**config.mk**
```make
export PLATFORM = sky130hd
export DESIGN_NAME = wud_wakeup_ctrl
export DESIGN_NICKNAME = d
export VERILOG_FILES = /design/src/pkg/wud_pkg.sv /design/src/verilog/wud_wakeup_ctrl.sv
export SDC_FILE = /design/constraint.sdc
export NUM_CORES = 1
export LEC_CHECK = 0
export CAP_MARGIN = 20
export CORE_MARGIN = 4
export CORE_UTILIZATION = 65
export CTS_CLUSTER_DIAMETER = 40
export DETAILED_ROUTE_END_ITERATION = 12
export DONT_BUFFER_PORTS = 1
export GPL_ROUTABILITY_DRIVEN = 0
export PLACE_DENSITY = 0.89
export SLEW_MARGIN = 20
export SYNTH_ARGS = -nofsm -noshare
export SYNTH_HDL_FRONTEND = slang
export SYNTH_SLANG_ARGS = --single-unit
```
**constraint.sdc**
```tcl
create_clock -name CLK_I -period 11.1 [get_ports CLK_I]
set_input_delay 2.22 -clock CLK_I [delete_from_list [all_inputs] [get_ports CLK_I]]
set_output_delay 2.22 -clock CLK_I [all_outputs]
set_load 0.01 [all_outputs]
```
**src/pkg/wud_pkg.sv**
```systemverilog
`default_nettype none
package wud_pkg;
   // ---------------------------------------------------------------
   // Register indices (byte address is four times the index)
   // ---------------------------------------------------------------
   localparam logic [5:0] IDX_CAP_CTRL = 6'h2e;
   localparam logic [5:0] IDX_CAP_RESULT = 6'h2f;
   localparam logic [5:0] IDX_AUX_STATUS = 6'h30;
   localparam logic [5:0] IDX_WAKE_CTRL = 6'h31;
   localparam logic [5:0] IDX_AMP_CFG = 6'h32;
   localparam logic [5:0] IDX_AMP_REF = 6'h33;
   localparam logic [5:0] IDX_AMP_AVG = 6'h34;
   // ---------------------------------------------------------------
   // Reset values
   // ---------------------------------------------------------------
   localparam logic [7:0] RST_REG8 = 8'h00;
   // ---------------------------------------------------------------
   // Field positions
   // ---------------------------------------------------------------
   localparam int CAP_TRIM_LSB = 3;
   localparam int CAP_GAIN_LSB = 0;
   localparam int WAKE_RANGE_BIT = 7;
   localparam int WAKE_CODE_LSB = 4;
   localparam int WAKE_EVERY_BIT = 3;
   localparam int WAKE_AMP_BIT = 2;
   localparam int WAKE_PHASE_BIT = 1;
   localparam int WAKE_CAPM_BIT = 0;
   localparam int AMP_THR_LSB = 4;
   localparam int AMP_INCL_BIT = 3;
   localparam int AMP_WEIGHT_LSB = 1;
   localparam int AMP_REFSEL_BIT = 0;
   localparam logic [2:0] AVG_SHIFT_BASE = 3'h2;
   // ---------------------------------------------------------------
   // Timing
   // ---------------------------------------------------------------
   localparam int unsigned CLK_HZ = 40_000_000;
   localparam int unsigned TICK_MS = 10;
   localparam int unsigned TICK_CYCLES = CLK_HZ / 1000 * TICK_MS;
   localparam int unsigned LONG_UNIT_MS = 100;
   localparam logic [6:0] UNITS_LONG = 7'(LONG_UNIT_MS / TICK_MS);
   localparam logic [6:0] UNITS_SHORT = 7'h01;
endpackage
`default_nettype wire

```
**src/verilog/wud_wakeup_ctrl.sv**
```systemverilog
// Local design decision: the APB interface to the registers.
`timescale 1ns/10ps
`default_nettype none
module wud_wakeup_ctrl #(
   parameter int unsigned TICK_CYCLES = wud_pkg::TICK_CYCLES
) (
   input wire logic CLK_I,
   input wire logic RSTN_I,
   input wire logic CE_I,
   input wire logic PSEL_I,
   input wire logic PENABLE_I,
   input wire logic PWRITE_I,
   input wire logic [7:0] PADDR_I,
   input wire logic [31:0] PWDATA_I,
   output logic [31:0] PRDATA_O,
   output logic PREADY_O,
   output logic PSLVERR_O,
   input wire logic SET_DEFAULT_I,
   input wire logic CHANNEL_PM_I,
   input wire logic FIELD_DETECT_I,
   input wire logic TX_ACTIVE_I,
   input wire logic OSC_STABLE_I,
   input wire logic RX_ENABLED_I,
   input wire logic RX_RECEIVING_I,
   input wire logic PEER_DETECT_I,
   input wire logic COLLISION_AVOID_ACTIVE_I,
   input wire logic [4:0] CAL_VALUE_I,
   input wire logic CAL_END_I,
   input wire logic CAL_ERR_I,
   output logic [4:0] CAP_TRIM_O,
   output logic CAP_AUTO_CAL_O,
   output logic [2:0] CAP_GAIN_O,
   input wire logic WAKE_ENABLE_I,
   output logic AMP_REQ_O,
   input wire logic AMP_DONE_I,
   input wire logic [7:0] AMP_RESULT_I,
   output logic PHASE_REQ_O,
   input wire logic PHASE_DONE_I,
   input wire logic PHASE_EXCEED_I,
   output logic CAPM_REQ_O,
   input wire logic CAPM_DONE_I,
   input wire logic CAPM_EXCEED_I,
   output logic WAKE_EVENT_O
);
   // ---------------------------------------------------------------
   // State
   // ---------------------------------------------------------------
   typedef enum logic [1:0] {
      ST_IDLE = 2'b01,
      ST_MEAS = 2'b10
   } wud_state_e;

   typedef struct packed {
      wud_state_e state;
      logic [7:0] cap_ctrl;
      logic auto_cal;
      logic [7:0] wake_ctrl;
      logic [7:0] amp_cfg;
      logic [7:0] amp_ref;
      logic [7:0] amp_avg;
      logic [14:0] sync1;
      logic [14:0] sync2;
      logic [31:0] prdata;
      logic pready;
      logic pslverr;
      logic [31:0] tick_cnt;
      logic [6:0] unit_cnt;
      logic [2:0] pending;
      logic hit;
      logic amp_req;
      logic phase_req;
      logic capm_req;
      logic wake_event;
   } wud_regs_s;

   localparam wud_regs_s RESET_STATE = '{
      state: ST_IDLE,
      cap_ctrl: wud_pkg::RST_REG8,
      auto_cal: 1'b1, // Trim is zero after reset, so automatic mode
      wake_ctrl: wud_pkg::RST_REG8,
      amp_cfg: wud_pkg::RST_REG8,
      amp_ref: wud_pkg::RST_REG8,
      amp_avg: wud_pkg::RST_REG8,
      sync1: 15'h0000,
      sync2: 15'h0000,
      prdata: 32'h0000_0000,
      pready: 1'b0,
      pslverr: 1'b0,
      tick_cnt: 32'h0000_0000,
      unit_cnt: 7'h00,
      pending: 3'h0,
      hit: 1'b0,
      amp_req: 1'b0,
      phase_req: 1'b0,
      capm_req: 1'b0,
      wake_event: 1'b0
   };

   wud_regs_s r_reg;
   wud_regs_s r_next;
   logic expiry;
   logic wr_fire;
   logic amp_exceed;
   logic amp_take;

   // ---------------------------------------------------------------
   // Helpers
   // ---------------------------------------------------------------
   // Address decode, shared by read and write paths
   function automatic logic reg_mapped(input logic [7:0] addr);
      logic [5:0] idx;
      idx = addr[7:2];
      return (addr[1:0] == 2'b00) && (idx >= wud_pkg::IDX_CAP_CTRL) && (idx <= wud_pkg::IDX_AMP_AVG);
   endfunction

   // Timer units of 10 ms in one wake period
   function automatic logic [6:0] period_units(input logic [7:0] ctrl);
      logic [6:0] n;
      n = {4'h0, ctrl[wud_pkg::WAKE_CODE_LSB +: 3]} + 7'h01;
      return ctrl[wud_pkg::WAKE_RANGE_BIT] ? 7'(n * wud_pkg::UNITS_SHORT) : 7'(n * wud_pkg::UNITS_LONG);
   endfunction

   // Register read mux
   function automatic logic [7:0] reg_read(input logic [5:0] idx, input wud_regs_s s);
      logic [7:0] v;
      v = 8'h00;
      unique case (idx)
         wud_pkg::IDX_CAP_CTRL: v = s.cap_ctrl;
         wud_pkg::IDX_CAP_RESULT: v = {s.sync2[12:8], s.sync2[13], s.sync2[14], 1'b0};
         wud_pkg::IDX_AUX_STATUS: v = s.sync2[7:0];
         wud_pkg::IDX_WAKE_CTRL: v = s.wake_ctrl;
         wud_pkg::IDX_AMP_CFG: v = s.amp_cfg;
         wud_pkg::IDX_AMP_REF: v = s.amp_ref;
         wud_pkg::IDX_AMP_AVG: v = s.amp_avg;
         default: v = 8'h00;
      endcase
      return v;
   endfunction

   // ---------------------------------------------------------------
   // Next-state logic
   // ---------------------------------------------------------------
   // Default command outranks a bus write landing in the same cycle
   always_comb begin
      logic [14:0] pins;
      logic [7:0] ref_val;
      logic [7:0] abs_diff;
      logic signed [8:0] delta;
      logic signed [8:0] step;
      logic [2:0] shift;
      logic [2:0] left;
      logic got_hit;
      pins = '0;
      ref_val = '0;
      abs_diff = '0;
      delta = '0;
      step = '0;
      shift = '0;
      left = '0;
      got_hit = 1'b0;
      r_next = r_reg;
      r_next.amp_req = 1'b0;
      r_next.phase_req = 1'b0;
      r_next.capm_req = 1'b0;
      r_next.wake_event = 1'b0;
      expiry = 1'b0;

      // Status pins through a two-stage synchroniser
      pins = {CAL_ERR_I, CAL_END_I, CAL_VALUE_I, CHANNEL_PM_I, FIELD_DETECT_I, TX_ACTIVE_I,
              OSC_STABLE_I, RX_ENABLED_I, RX_RECEIVING_I, PEER_DETECT_I, COLLISION_AVOID_ACTIVE_I};
      r_next.sync1 = pins;
      r_next.sync2 = r_reg.sync1;

      // Bus: answer one cycle after setup, so the access phase never waits
      wr_fire = PSEL_I && PENABLE_I && r_reg.pready && PWRITE_I && !r_reg.pslverr;
      r_next.pready = PSEL_I && !PENABLE_I;
      if (PSEL_I && !PENABLE_I) begin
         r_next.pslverr = !reg_mapped(PADDR_I);
         r_next.prdata = (PWRITE_I || !reg_mapped(PADDR_I)) ? 32'h0000_0000
                         : {24'h00_0000, reg_read(PADDR_I[7:2], r_reg)};
      end
      if (wr_fire) begin
         unique case (PADDR_I[7:2])
            wud_pkg::IDX_CAP_CTRL: r_next.cap_ctrl = PWDATA_I[7:0];
            wud_pkg::IDX_WAKE_CTRL: r_next.wake_ctrl = PWDATA_I[7:0];
            wud_pkg::IDX_AMP_CFG: r_next.amp_cfg = PWDATA_I[7:0];
            wud_pkg::IDX_AMP_REF: r_next.amp_ref = PWDATA_I[7:0];
            default: r_next.cap_ctrl = r_next.cap_ctrl;
         endcase
      end

      // Amplitude comparison against the selected reference
      ref_val = r_reg.amp_cfg[wud_pkg::AMP_REFSEL_BIT] ? r_reg.amp_avg : r_reg.amp_ref;
      abs_diff = (AMP_RESULT_I >= ref_val) ? 8'(AMP_RESULT_I - ref_val) : 8'(ref_val - AMP_RESULT_I);
      amp_exceed = abs_diff > {4'h0, r_reg.amp_cfg[wud_pkg::AMP_THR_LSB +: 4]};
      amp_take = (r_reg.state == ST_MEAS) && r_reg.pending[0] && AMP_DONE_I;

      // Running average; an event-causing sample is skipped unless included
      shift = wud_pkg::AVG_SHIFT_BASE + {1'b0, r_reg.amp_cfg[wud_pkg::AMP_WEIGHT_LSB +: 2]};
      delta = $signed({1'b0, AMP_RESULT_I}) - $signed({1'b0, r_reg.amp_avg});
      step = delta >>> shift;
      if (amp_take && (!amp_exceed || r_reg.amp_cfg[wud_pkg::AMP_INCL_BIT])) begin
         r_next.amp_avg = 8'(r_reg.amp_avg + step[7:0]);
      end

      // Wake timer and measurement sequence
      unique case (r_reg.state)
         ST_IDLE: begin
            if (!WAKE_ENABLE_I) begin
               r_next.tick_cnt = '0;
               r_next.unit_cnt = '0;
            end else if (r_reg.tick_cnt == TICK_CYCLES - 1) begin
               r_next.tick_cnt = '0;
               if (r_reg.unit_cnt + 7'h01 >= period_units(r_reg.wake_ctrl)) begin
                  expiry = 1'b1;
                  r_next.unit_cnt = '0;
               end else begin
                  r_next.unit_cnt = r_reg.unit_cnt + 7'h01;
               end
            end else begin
               r_next.tick_cnt = r_reg.tick_cnt + 32'h1;
            end
            if (expiry) begin
               r_next.amp_req = r_reg.wake_ctrl[wud_pkg::WAKE_AMP_BIT];
               r_next.phase_req = r_reg.wake_ctrl[wud_pkg::WAKE_PHASE_BIT];
               r_next.capm_req = r_reg.wake_ctrl[wud_pkg::WAKE_CAPM_BIT];
               r_next.pending = {r_reg.wake_ctrl[wud_pkg::WAKE_CAPM_BIT], r_reg.wake_ctrl[wud_pkg::WAKE_PHASE_BIT],
                                 r_reg.wake_ctrl[wud_pkg::WAKE_AMP_BIT]};
               r_next.hit = 1'b0;
               if (r_reg.wake_ctrl[2:0] == 3'h0) begin
                  r_next.wake_event = r_reg.wake_ctrl[wud_pkg::WAKE_EVERY_BIT];
               end else begin
                  r_next.state = ST_MEAS;
               end
            end
         end
         ST_MEAS: begin
            // Collect each answer; the event is decided once all are in
            left = r_reg.pending & ~{CAPM_DONE_I, PHASE_DONE_I, AMP_DONE_I};
            got_hit = r_reg.hit || (amp_take && amp_exceed)
                      || (r_reg.pending[1] && PHASE_DONE_I && PHASE_EXCEED_I)
                      || (r_reg.pending[2] && CAPM_DONE_I && CAPM_EXCEED_I);
            r_next.pending = left;
            r_next.hit = got_hit;
            if (left == 3'h0) begin
               r_next.wake_event = got_hit || r_reg.wake_ctrl[wud_pkg::WAKE_EVERY_BIT];
               r_next.state = ST_IDLE;
            end
         end
      endcase

      // Default command restores every register and restarts the timer
      if (SET_DEFAULT_I) begin
         r_next.cap_ctrl = wud_pkg::RST_REG8;
         r_next.wake_ctrl = wud_pkg::RST_REG8;
         r_next.amp_cfg = wud_pkg::RST_REG8;
         r_next.amp_ref = wud_pkg::RST_REG8;
         r_next.amp_avg = wud_pkg::RST_REG8;
         r_next.sync1 = 15'h0000;
         r_next.sync2 = 15'h0000;
         r_next.tick_cnt = '0;
         r_next.unit_cnt = '0;
         r_next.pending = 3'h0;
         r_next.hit = 1'b0;
         r_next.state = ST_IDLE;
      end

      // Auto flag kept in a flop so the pin carries no decode
      r_next.auto_cal = r_next.cap_ctrl[wud_pkg::CAP_TRIM_LSB +: 5] == 5'h00;
   end

   // ---------------------------------------------------------------
   // State register
   // ---------------------------------------------------------------
   // Clock enable low freezes everything, bus included
   always_ff @(posedge CLK_I or negedge RSTN_I) begin
      if (!RSTN_I) begin
         r_reg <= RESET_STATE;
      end else if (CE_I) begin
         r_reg <= r_next;
      end
   end

   // ---------------------------------------------------------------
   // Outputs
   // ---------------------------------------------------------------
   // All outputs are plain register bits
   assign PRDATA_O = r_reg.prdata;
   assign PREADY_O = r_reg.pready;
   assign PSLVERR_O = r_reg.pslverr;
   assign CAP_TRIM_O = r_reg.cap_ctrl[wud_pkg::CAP_TRIM_LSB +: 5];
   assign CAP_AUTO_CAL_O = r_reg.auto_cal;
   assign CAP_GAIN_O = r_reg.cap_ctrl[wud_pkg::CAP_GAIN_LSB +: 3];
   assign AMP_REQ_O = r_reg.amp_req;
   assign PHASE_REQ_O = r_reg.phase_req;
   assign CAPM_REQ_O = r_reg.capm_req;
   assign WAKE_EVENT_O = r_reg.wake_event;

   // ---------------------------------------------------------------
   // Assertions
   // ---------------------------------------------------------------
   // Frozen cycles are excluded; the checks speak of enabled edges only
   auto_cal_a: assert property (
      @(posedge CLK_I) disable iff (!RSTN_I || !CE_I)
      (wr_fire && PADDR_I[7:2] == wud_pkg::IDX_CAP_CTRL && !SET_DEFAULT_I)
      |=> (CAP_AUTO_CAL_O == ($past(PWDATA_I[7:3]) == 5'h00)))
      else $error("auto calibration flag does not follow trim write");

   trim_gain_a: assert property (
      @(posedge CLK_I) disable iff (!RSTN_I || !CE_I)
      (wr_fire && PADDR_I[7:2] == wud_pkg::IDX_CAP_CTRL && !SET_DEFAULT_I)
      |=> (CAP_TRIM_O == $past(PWDATA_I[7:3])) && (CAP_GAIN_O == $past(PWDATA_I[2:0])))
      else $error("trim or gain output differs from written value");

   default_clear_a: assert property (
      @(posedge CLK_I) disable iff (!RSTN_I || !CE_I)
      SET_DEFAULT_I |=> (r_reg.wake_ctrl == 8'h00) && (r_reg.amp_cfg == 8'h00) && (r_reg.amp_avg == 8'h00))
      else $error("default command left a register set");

   field_sync_a: assert property (
      @(posedge CLK_I) disable iff (!RSTN_I || !CE_I)
      (FIELD_DETECT_I && !SET_DEFAULT_I) [*3] |=> r_reg.sync2[6])
      else $error("field detect status not shown after synchroniser");

   period_end_a: assert property (
      @(posedge CLK_I) disable iff (!RSTN_I || !CE_I)
      expiry |-> (r_reg.tick_cnt == TICK_CYCLES - 1) && (r_reg.unit_cnt + 7'h01 >= period_units(r_reg.wake_ctrl)))
      else $error("wake timer expired at the wrong count");

   every_event_a: assert property (
      @(posedge CLK_I) disable iff (!RSTN_I || !CE_I)
      (expiry && !SET_DEFAULT_I && r_reg.wake_ctrl[3:0] == 4'h8) |=> WAKE_EVENT_O)
      else $error("no event on expiry with event-every-timeout set");

   meas_req_a: assert property (
      @(posedge CLK_I) disable iff (!RSTN_I || !CE_I)
      expiry |=> (AMP_REQ_O == $past(r_reg.wake_ctrl[2])) && (PHASE_REQ_O == $past(r_reg.wake_ctrl[1]))
                 && (CAPM_REQ_O == $past(r_reg.wake_ctrl[0])))
      else $error("measurement requests do not match enables");

   amp_event_a: assert property (
      @(posedge CLK_I) disable iff (!RSTN_I || !CE_I)
      (amp_take && amp_exceed && r_reg.pending == 3'h1 && !SET_DEFAULT_I) |=> WAKE_EVENT_O)
      else $error("amplitude excess did not raise the event");

   avg_hold_a: assert property (
      @(posedge CLK_I) disable iff (!RSTN_I || !CE_I)
      (amp_take && amp_exceed && !r_reg.amp_cfg[3] && !SET_DEFAULT_I) |=> $stable(r_reg.amp_avg))
      else $error("excluded sample changed the average");

   bus_ready_a: assert property (
      @(posedge CLK_I) disable iff (!RSTN_I || !CE_I)
      (PSEL_I && !PENABLE_I) |=> PREADY_O ##1 !PREADY_O || (PSEL_I && !PENABLE_I))
      else $error("bus answer not given in the access cycle");
endmodule
`default_nettype wire

```
---- Word level (Yosys, flattened, before mapping) ----
Index checks and enable logic that the tools add are counted.
storage, ports and cells
  register bits after elaboration ......... 154
  input bits .............................. 76
  output and inout bits ................... 47
  word-level logic and storage cells ...... 132
cells by class
  $add $sub $neg .......................... 8
  multipliers ............................. 1
  order comparisons ....................... 5
  equal/unequal tests ..................... 14
  shifts and indexed selects .............. 1
  multiplexer cells ....................... 34
  bitwise logic cells ..................... 2
  reductions and logical operators ........ 46
operators with widths
  kind                   count
  $mux 8                 10
  $mux 39                2
  $mux 62                1
  $pmux 8 s7             1
  $mux 43                1
  $eq 6x6->1 const B     7
  $add 32x1->32 const B  1
  $eq 32x19->1 const B   1
  $mux 32                1
  $mux 24                1
  $mux 7                 3
  $sub 8x8->8            2
  $logic_and 1x1->1      15
  $reduce_and 3->1       5
  $reduce_bool 2->1      7
  $mux 10                1
  $sshr 9x3->8           1
  $sub 8x8->9            1
  $add 8x8->8            1
  $ge 8x8->1             1
  $gt 8x4->1             1
  $pmux 4 s2             1
  $reduce_and 2->1       4
  $add 7x1->7 const B    1
  other kinds (23)       41

---- Logic depth before layout (Yosys ltp) ----
Gate-level depths: netlist (run 1).
  depth after elaboration ................. 12
  depth in mapped cells ................... 21
  depth with buffers taken out ............ 21

---- Least setup slack after synthesis (run 1) ----
OpenSTA, ideal clock, no wires.
  kind .................................... input-to-reg
  from .................................... in AMP_RESULT_I[0]
  to ...................................... reg r_reg[112] (netlist name)
  setup time .............................. 0.083 ns
  data arrival time ....................... 5.609 ns
  required time ........................... 11.017 ns
  path slack .............................. 5.408 ns
  stages on the path ...................... 18
  path buffers ............................ 0
  cell sequence ........................... inv_1 -> ha_1 -> inv_1 -> fa_1 -> a21o_1 -> a21oi_2 -> and3_4 -> o31ai_4 -> mux2_2 -> ha_1 -> nor2b_1 -> o211ai_1 -> a21oi_1 -> nor3_1 -> nand4b_4 -> a31oi_4 -> mux2_1 -> o22ai_1
between the ends
  longest elaborated chain between the ends .. 8
  elaborated cells between the ends (all ways) .. 15
  classes of those cells .................. add/sub (4); order compare (2); shift (1); mux (3); reduce/logical (5)
RTL lines
  item                                                                 line                    source
  start: declaration                                                   wud_wakeup_ctrl.sv:36   input wire logic [7:0] AMP_RESULT_I,
  parallel branches: the longest is 8 deep, another holds $sub 8x8->9  --
  end signal: assignment                                               wud_wakeup_ctrl.sv:280  r_reg <= r_next;
  end: declaration                                                     wud_wakeup_ctrl.sv:99   wud_regs_s r_reg;
Several ways; the timed one is not identified. The select of a mux whose other input is x is not followed.
A chain may end at the register's enable or synchronous reset.

---- Final worst setup path (run 1) ----
  from .................................... in AMP_RESULT_I[4]
  to ...................................... reg r_reg[112] (netlist name)
The elaborated chain is that of the path after synthesis.

==> results of run 1 <==
routing by layer:
metal / routed length (µm) / up-vias
li1: - / 3275
met3: 1430 / 47
met4: 595 / 0
met2: 10100 / 251
met5: 0 / -
met1: 8160 / 3397
synth_stat cells, drive strengths merged (8+ instances only):
master,instances
inv,64
nand3,27
buf,51
and3,10
nand2,79
ha,45
nor3,11
a21o,12
nor4,15
a22o,12
dfrtp,128
mux2i,41
o2bb2ai,21
o22ai,12
nor2b,15
nor2,71
nand4,12
a22oi,11
o21ai,64
o31ai,20
xnor2,21
nand3b,17
clkbuf,29
xor2,26
a21oi,28
nand2b,17
a221oi,8
worst paths after layout:
| path | endpoint | slack, ns | cells after the start |
|---|---|---|---|
| max | r_reg[112] | 5.41 | 16 |
| min | r_reg[93] | 0.49 | 2 |
| max reg2reg | r_reg[112] | 6.06 | 17 |
| min reg2reg | r_reg[93] | 0.49 | 2 |
| max in group asynchronous | CAP_AUTO_CAL_O | 9.37 | 0 |
| min in group asynchronous | r_reg[32] | 1.49 | 0 |
critical path, stage by stage:
cell and delay, ns:
sky130_fd_sc_hd__inv_1 0.02, sky130_fd_sc_hd__ha_1 0.51, sky130_fd_sc_hd__inv_1 0.13, sky130_fd_sc_hd__a21oi_1 0.16
sky130_fd_sc_hd__nor2_1 0.07, sky130_fd_sc_hd__o31ai_4 0.37, sky130_fd_sc_hd__mux2_2 0.39, sky130_fd_sc_hd__ha_1 0.29
sky130_fd_sc_hd__nor2b_1 0.13, sky130_fd_sc_hd__o211ai_1 0.15, sky130_fd_sc_hd__a21oi_1 0.13, sky130_fd_sc_hd__nor3_1 0.35
sky130_fd_sc_hd__nand4b_4 0.16, sky130_fd_sc_hd__a31oi_4 0.43, sky130_fd_sc_hd__mux2_1 0.37, sky130_fd_sc_hd__o22ai_1 0.13
power groups by stage:
stage          sequential (mW)  combinational, mW  clock, mW
5_1_grt                  0.529              0.248      0.650
6_report                 0.527              0.220      0.620
2_1_floorplan            0.523              0.198          0
4_1_cts                  0.525              0.220      0.625
3_3_place_gp             0.532              0.208          0
3_5_place_dp             0.533              0.217          0
through the flow:
step | area (µm²) | std cells | utilization, % | hold slack [ns]
final | 9300 | 1101 | 70.2 | 0.490
after global routing | 9300 | 1101 | 70.2 | 0.513
after CTS | 9300 | 1101 | 70.2 | 0.487
after detailed placement | 8640 | 1069 | 65.2 | 0.472
after global placement | 8640 | 1069 | 65.2 | 0.464
after floorplan | 8900 | 972 | - | 0.448
logic make-up (layout without fill, tap and decap cells):
kind of cell,count (synthesis),after routing
xor gates and xnor gates,47,47
AOI/OAI and AO/OA,235,235
muxes,44,44
DFF,130,130
other,1,24
adders and majority gates,49,49
and+or+nand+nor,299,299
buffers and inverters,144,97
layout make-up:
class / instances / area (µm²) / area share, %
multi-input combinational: 698 / 4920 / 52.9
sequential: 130 / 3260 / 35.0
clock buffer: 19 / 453 / 4.87
inverter: 64 / 240 / 2.58
tap: 176 / 220 / 2.37
clock inverter: 13 / 206 / 2.22
timing repair buffer: 1 / 7.51 / 0.0807
==> summary.txt, run 1 <==
Run status
  – Run status: complete, no violations

Timing
  – Final WS setup: 5.41 ns
  – Worst Max-Slew Pin Slew: 0.874 ns
  – Clock Skew: 0.0116 ns
  – Shortest clock period the worst path allows after layout: 5.69 ns
  – Final setup viols: 0
  – Final critical-path share of the clock period: 51.3%
  – Maximum clock frequency: 0.176 GHz
  – Slew headroom: 41.3%
  – Setup TNS: 0 ns
  – Number of hold-slack violations in the final timing report: 0
  – Setup repair after global routing missed its margin: no
  – Final slew viol count: 0

Floorplanning
  – Floorplan die area: 15500 µm²
  – Initial core utilization: 66.6%
  – Top-level I/O count: 123
  – Placeable core area: 13200 µm²
  – Die outline width: 124 µm
  – Die Y-Extent: 124 µm
  – Number of cell rows: 42

Global routing
  – Vias in the first global route: 6770
  – Overall Global Routing Usage: 26.2%
  – Met3 Use GR: 7.08%
  – Overall overflow remaining after global route: 0
  – Met2 layer usage reported by global route: 43.8%
  – Pin count of the biggest net entering global routing: 131
  – Antenna violations before repair: 0
  – Global-route wire length before repair: 33.4 mm
  – Most crowded layer after global routing: met2
  – Met1 usage: 32.5%

Synth
  – Largest family of logic cells by synthesized area: compound AO/OA/AOI/OAI gates
  – Share of synthesized area spent on multiplexers: 5.04%
  – Yosys top cell area share: 36.3%
  – Simple-gate area share of the yosys netlist: 18.6%
  – Yosys Warn Count: 0
  – Dominant synthesized flop cell: sky130_fd_sc_hd__dfrtp_1
  – Synthesized cell area: 8810 µm²
  – Number of cells produced by synthesis: 949
  – Asr flop ratio synth: 100%
  – Post-synth EDFFs: 0
  – Seq cells post-synth: 130
  – Top cell type by total area after synthesis: sky130_fd_sc_hd__dfrtp_1
  – Post-synthesis adder-cell area fraction: 7.30%
  – Fraction of the mapped netlist area in compound gates: 19.2%
  – Fraction of synthesized cell area in xor and xnor cells: 4.67%
  – Number of distinct library cell variants in the gate-level netlist after synthesis: 86
  – Average footprint of a synthesized cell: 9.29 µm²
  – Cell types with the largest area share after synthesis: sky130_fd_sc_hd__dfrtp_1, sky130_fd_sc_hd__ha_1, sky130_fd_sc_hd__mux2i_1
  – Seq/Total Area, Yosys: 36.9%

Finish
  – Number of flip-flops in the largest register: 107
  – Antenna diode instance count: 0
  – Layout net count: 1037
  – Area growth from synthesis to layout: 5.55%
  – Most common cell after layout, fill and taps aside: sky130_fd_sc_hd__dfrtp_1
  – Layout cells sized above 1: 7.57%
  – Fillcell total: 966
  – Commonest cells after routing, fill and taps aside: sky130_fd_sc_hd__dfrtp_1, sky130_fd_sc_hd__nand2_1, sky130_fd_sc_hd__nor2_1

Pwr
  – Part of the power in combinational logic: 16.1%
  – Sw Share: 26.7%
  – Worst IR drop on VDD: 186 µV
  – Cell internal power dissipation: 1.00 mW
  – Clock network fraction of total power: 45.4%
  – Power spent charging and discharging nets: 0.365 mW
  – Post-layout total power: 1.37 mW
  – Sequential share of power: 38.5%
  – Pleak: 4.09 nW
  – Cell area power density: 147 nW/µm²

CTS
  – Clock input transition at the sequential cells of the worst setup and hold paths: 0.06 ns
  – Clock tree from TritonCTS: built
  – # H-tree levels: 4
  – Number of instances resized during post-cts repair: 0
  – Quantity of hold-fixing buffers added after cts: 0
  – Cell at the root of the clock tree: sky130_fd_sc_hd__clkbuf_16
  – Clock Latency Late Sink: 0.42 ns
  – Sink Count: 130
  – Clock buffer depth: 2
  – Num CTS Buffers: 17
  – Post-CTS setup buffer count: 0

Critical path
  – Startpoint types: input pin
  – Worst endpoint required time: 11.44 ns
  – Launching instance or port of the critical path: AMP_RESULT_I[4]
  – Capturing element type of the critical path: flop
  – Largest fanout of any net on the critical path: 12
  – Beginning of the worst register-to-register path: r_reg[127]
  – Arrival time at the worst endpoint: 6.03 ns
  – Critical path class: in2reg

Placement
  – Worst setup timing slack at the placement stage: 5.02 ns
  – Quantity of I/O buffers inserted on ports: 0
  – Detailed Place HPWL: 14.1 mm

Route
  – DR iter-0 viols: 643
  – Routed Antenna Nets: 0
  – Post-detailed-route DRC marker count: 0
  – Via total after detailed routing: 6970
  – Via density per instance: 6.33
  – Total detailed-routing wirelength: 20.2 mm
  – Per-cell routed wire length: 18.4 µm
  – DRT Pass-1 Iters: 5

Hold path
  – Tightest Hold Check Type: reg2reg
  – Start point of the worst min-delay path: r_reg[93]

Run
  – Number of max-cap violations: 0
(Power assumes the default switching activity.)
==> run 2, diff against run 1 <==
==> constraint.sdc (replaced) <==
create_clock -name CLK_I -period 5.3 [get_ports CLK_I]
set_input_delay 1.06 -clock CLK_I [delete_from_list [all_inputs] [get_ports CLK_I]]
set_output_delay 1.06 -clock CLK_I [all_outputs]
set_load 0.01 [all_outputs]
==> run 2 against run 1 <==
Net effect: sequential cell count is the same; highest routed layer unchanged; clock skew shrank 0.0027 ns; combinational power grew 110%; first-iteration DRC count grew 12%; final area shrank 0.85%.
==> summary.txt, run 2 (synthesized netlist as in run 1, its figures left out) <==
Timing
  – Final slew viol count: 0
  – Setup repair after global routing missed its margin: no
  – Maximum clock frequency: 0.200 GHz
  – Worst Max-Slew Pin Slew: 0.882 ns
  – Final setup viols: 0
  – Setup TNS: 0 ns
  – Number of hold-slack violations in the final timing report: 0
  – Clock Skew: 0.00884 ns
  – Slew headroom: 41.0%
  – Final critical-path share of the clock period: 94.5%
  – Shortest clock period the worst path allows after layout: 5.01 ns

Critical path
  – R2r setup slk: 0.29 ns
  – Arrival time at the worst endpoint: 5.35 ns
  – Critical path class: reg2reg
  – Worst endpoint required time: 5.64 ns
  – Critical path buffer and inverter count: 2
  – Worst reg2reg path depth: 17
  – Launching instance or port of the critical path: r_reg[127]
  – Worst path cell trace: mux2i_1, inv_1, ha_1, inv_1, a21oi_1, nor2_1, o31ai_4, mux2_2, ha_1, nor2b_1, o211ai_1, a21oi_1, nor3_1, nand4b_4, a31oi_4, mux2_1, o22ai_1
  – Capturing element type of the critical path: flop
  – Largest fanout of any net on the critical path: 12
  – Peak per-stage delay on the critical path: 0.54 ns
  – Cell class contributing the biggest share of worst-path delay: compound AO/OA/AOI/OAI gates
  – Terminus of the critical flop-to-flop path: r_reg[112]
  – Slowest library cell on the worst path: sky130_fd_sc_hd__dfrtp_2
  – Startpoint types: flop
  – Beginning of the worst register-to-register path: r_reg[127]

Finish
  – Final cell count without fillers: 1101
  – Antenna diode instance count: 0
  – Commonest cells after routing, fill and taps aside: sky130_fd_sc_hd__dfrtp_1, sky130_fd_sc_hd__nand2_1, sky130_fd_sc_hd__nor2_1
  – Area growth from synthesis to layout: 4.66%
  – Fillcell total: 982
  – Layout Cell Area excl Fill: 9220 µm²
  – Layout net count: 1037
  – Multi-input logic area: 4920 µm²
  – Most common cell after layout, fill and taps aside: sky130_fd_sc_hd__dfrtp_1
  – Number of flip-flops in the largest register: 107
  – Layout cells sized above 1: 7.57%
  – Flip-flop and latch area: 3260 µm²

Floorplanning
  – Top-level I/O count: 123
  – Die Y-Extent: 124 µm
  – Number of cell rows: 42
  – Die outline width: 124 µm
  – Floorplan die area: 15500 µm²
  – Initial core utilization: 66.6%
  – Placeable core area: 13200 µm²

CTS
  – Sink Count: 130
  – Clock buffer depth: 2
  – Clock Latency Late Sink: 0.43 ns
  – Clock input transition at the sequential cells of the worst setup and hold paths: 0.06 ns
  – Clock tree from TritonCTS: built
  – Cell at the root of the clock tree: sky130_fd_sc_hd__clkbuf_16
  – Post-CTS setup buffer count: 0
  – # H-tree levels: 4
  – Num CTS Buffers: 17

Global routing
  – Global-route wire length before repair: 33.6 mm
  – Vias in the first global route: 6850
  – Overall Global Routing Usage: 26.3%
  – Overall overflow remaining after global route: 0
  – Antenna violations before repair: 0
  – Pin count of the biggest net entering global routing: 131

Route
  – Total detailed-routing wirelength: 20.4 mm
  – Via density per instance: 6.38
  – DR iter-0 viols: 719
  – DRT Pass-1 Iters: 6
  – Via total after detailed routing: 7027
  – Per-cell routed wire length: 18.5 µm
  – Routed Antenna Nets: 0
  – Post-detailed-route DRC marker count: 0

Placement
  – Placed instance count: 1069
  – Detailed Place HPWL: 14.1 mm
  – Area after detailed placement: 8640 µm²
  – Quantity of I/O buffers inserted on ports: 0

Pwr
  – Cell area power density: 294 nW/µm²
  – Pleak: 4.04 nW
  – Worst IR drop on VDD: 246 µV
  – Post-layout total power: 2.71 mW

Run
  – Number of max-cap violations: 0

Hold path
  – Tightest Hold Check Type: in2async

Run status
  – Run status: complete, no violations
run 2: through the flow:
stage | hold slack, ns | util [%] | setup WS [ns]
after detailed placement | 0.468 | 65.2 | 0.279
after floorplan | 0.448 | - | 0.768
final | 0.331 | 69.7 | 0.292
after global routing | 0.307 | 69.7 | 0.0396
after CTS | 0.313 | 69.6 | 0.205
after global placement | 0.461 | 65.2 | 0.445
run 2: layer usage:
| layer | vias to the layer above | share of wire, % | wire length, µm | track usage (%) |
|---|---|---|---|---|
| li1 | 3275 | - | - | - |
| met1 | 3384 | 39 | 8040 | 32.2 |
| met2 | 308 | 49 | 10000 | 43.2 |
| met3 | 60 | 7.7 | 1580 | 7.46 |
| met4 | 0 | 3.5 | 723 | 12.0 |
| met5 | - | 0 | 0 | 0 |
run 2: layout make-up:
type                            instances  area share, %
Multi-Input combinational cell        698           53.3
Clock inverter                         13           1.48
Sequential cell                       130           35.3
Clock buffer                           19           4.80
Tap cell                              176           2.39
Timing Repair Buffer                    1         0.0814
Inverter                               64           2.60
run 2: what timing repair did:
action | in CTS | in global routing
setup endpoints to repair | 0 | 1
resized for setup | 0 | 1
hold buffers | 0 | 0
run 2: power breakdown:
group / leakage, nW / switching [mW] / total [mW] / internal, mW
logic: 1.99 / 0.265 / 0.461 / 0.196
clock network: 0.275 / 0.449 / 1.15 / 0.702
registers: 1.77 / 0.0585 / 1.10 / 1.04
run 2: how the worst max path moves through the flow:
stage	endpoint	slack, ns	cells after the start
2_1_floorplan	r_reg[112]	0.77	18
3_3_place_gp	r_reg[112]	0.45	16
3_5_place_dp	r_reg[112]	0.28	18
4_1_cts	r_reg[112]	0.20	17
5_1_grt	r_reg[112]	0.04	17
6_report	r_reg[112]	0.29	17
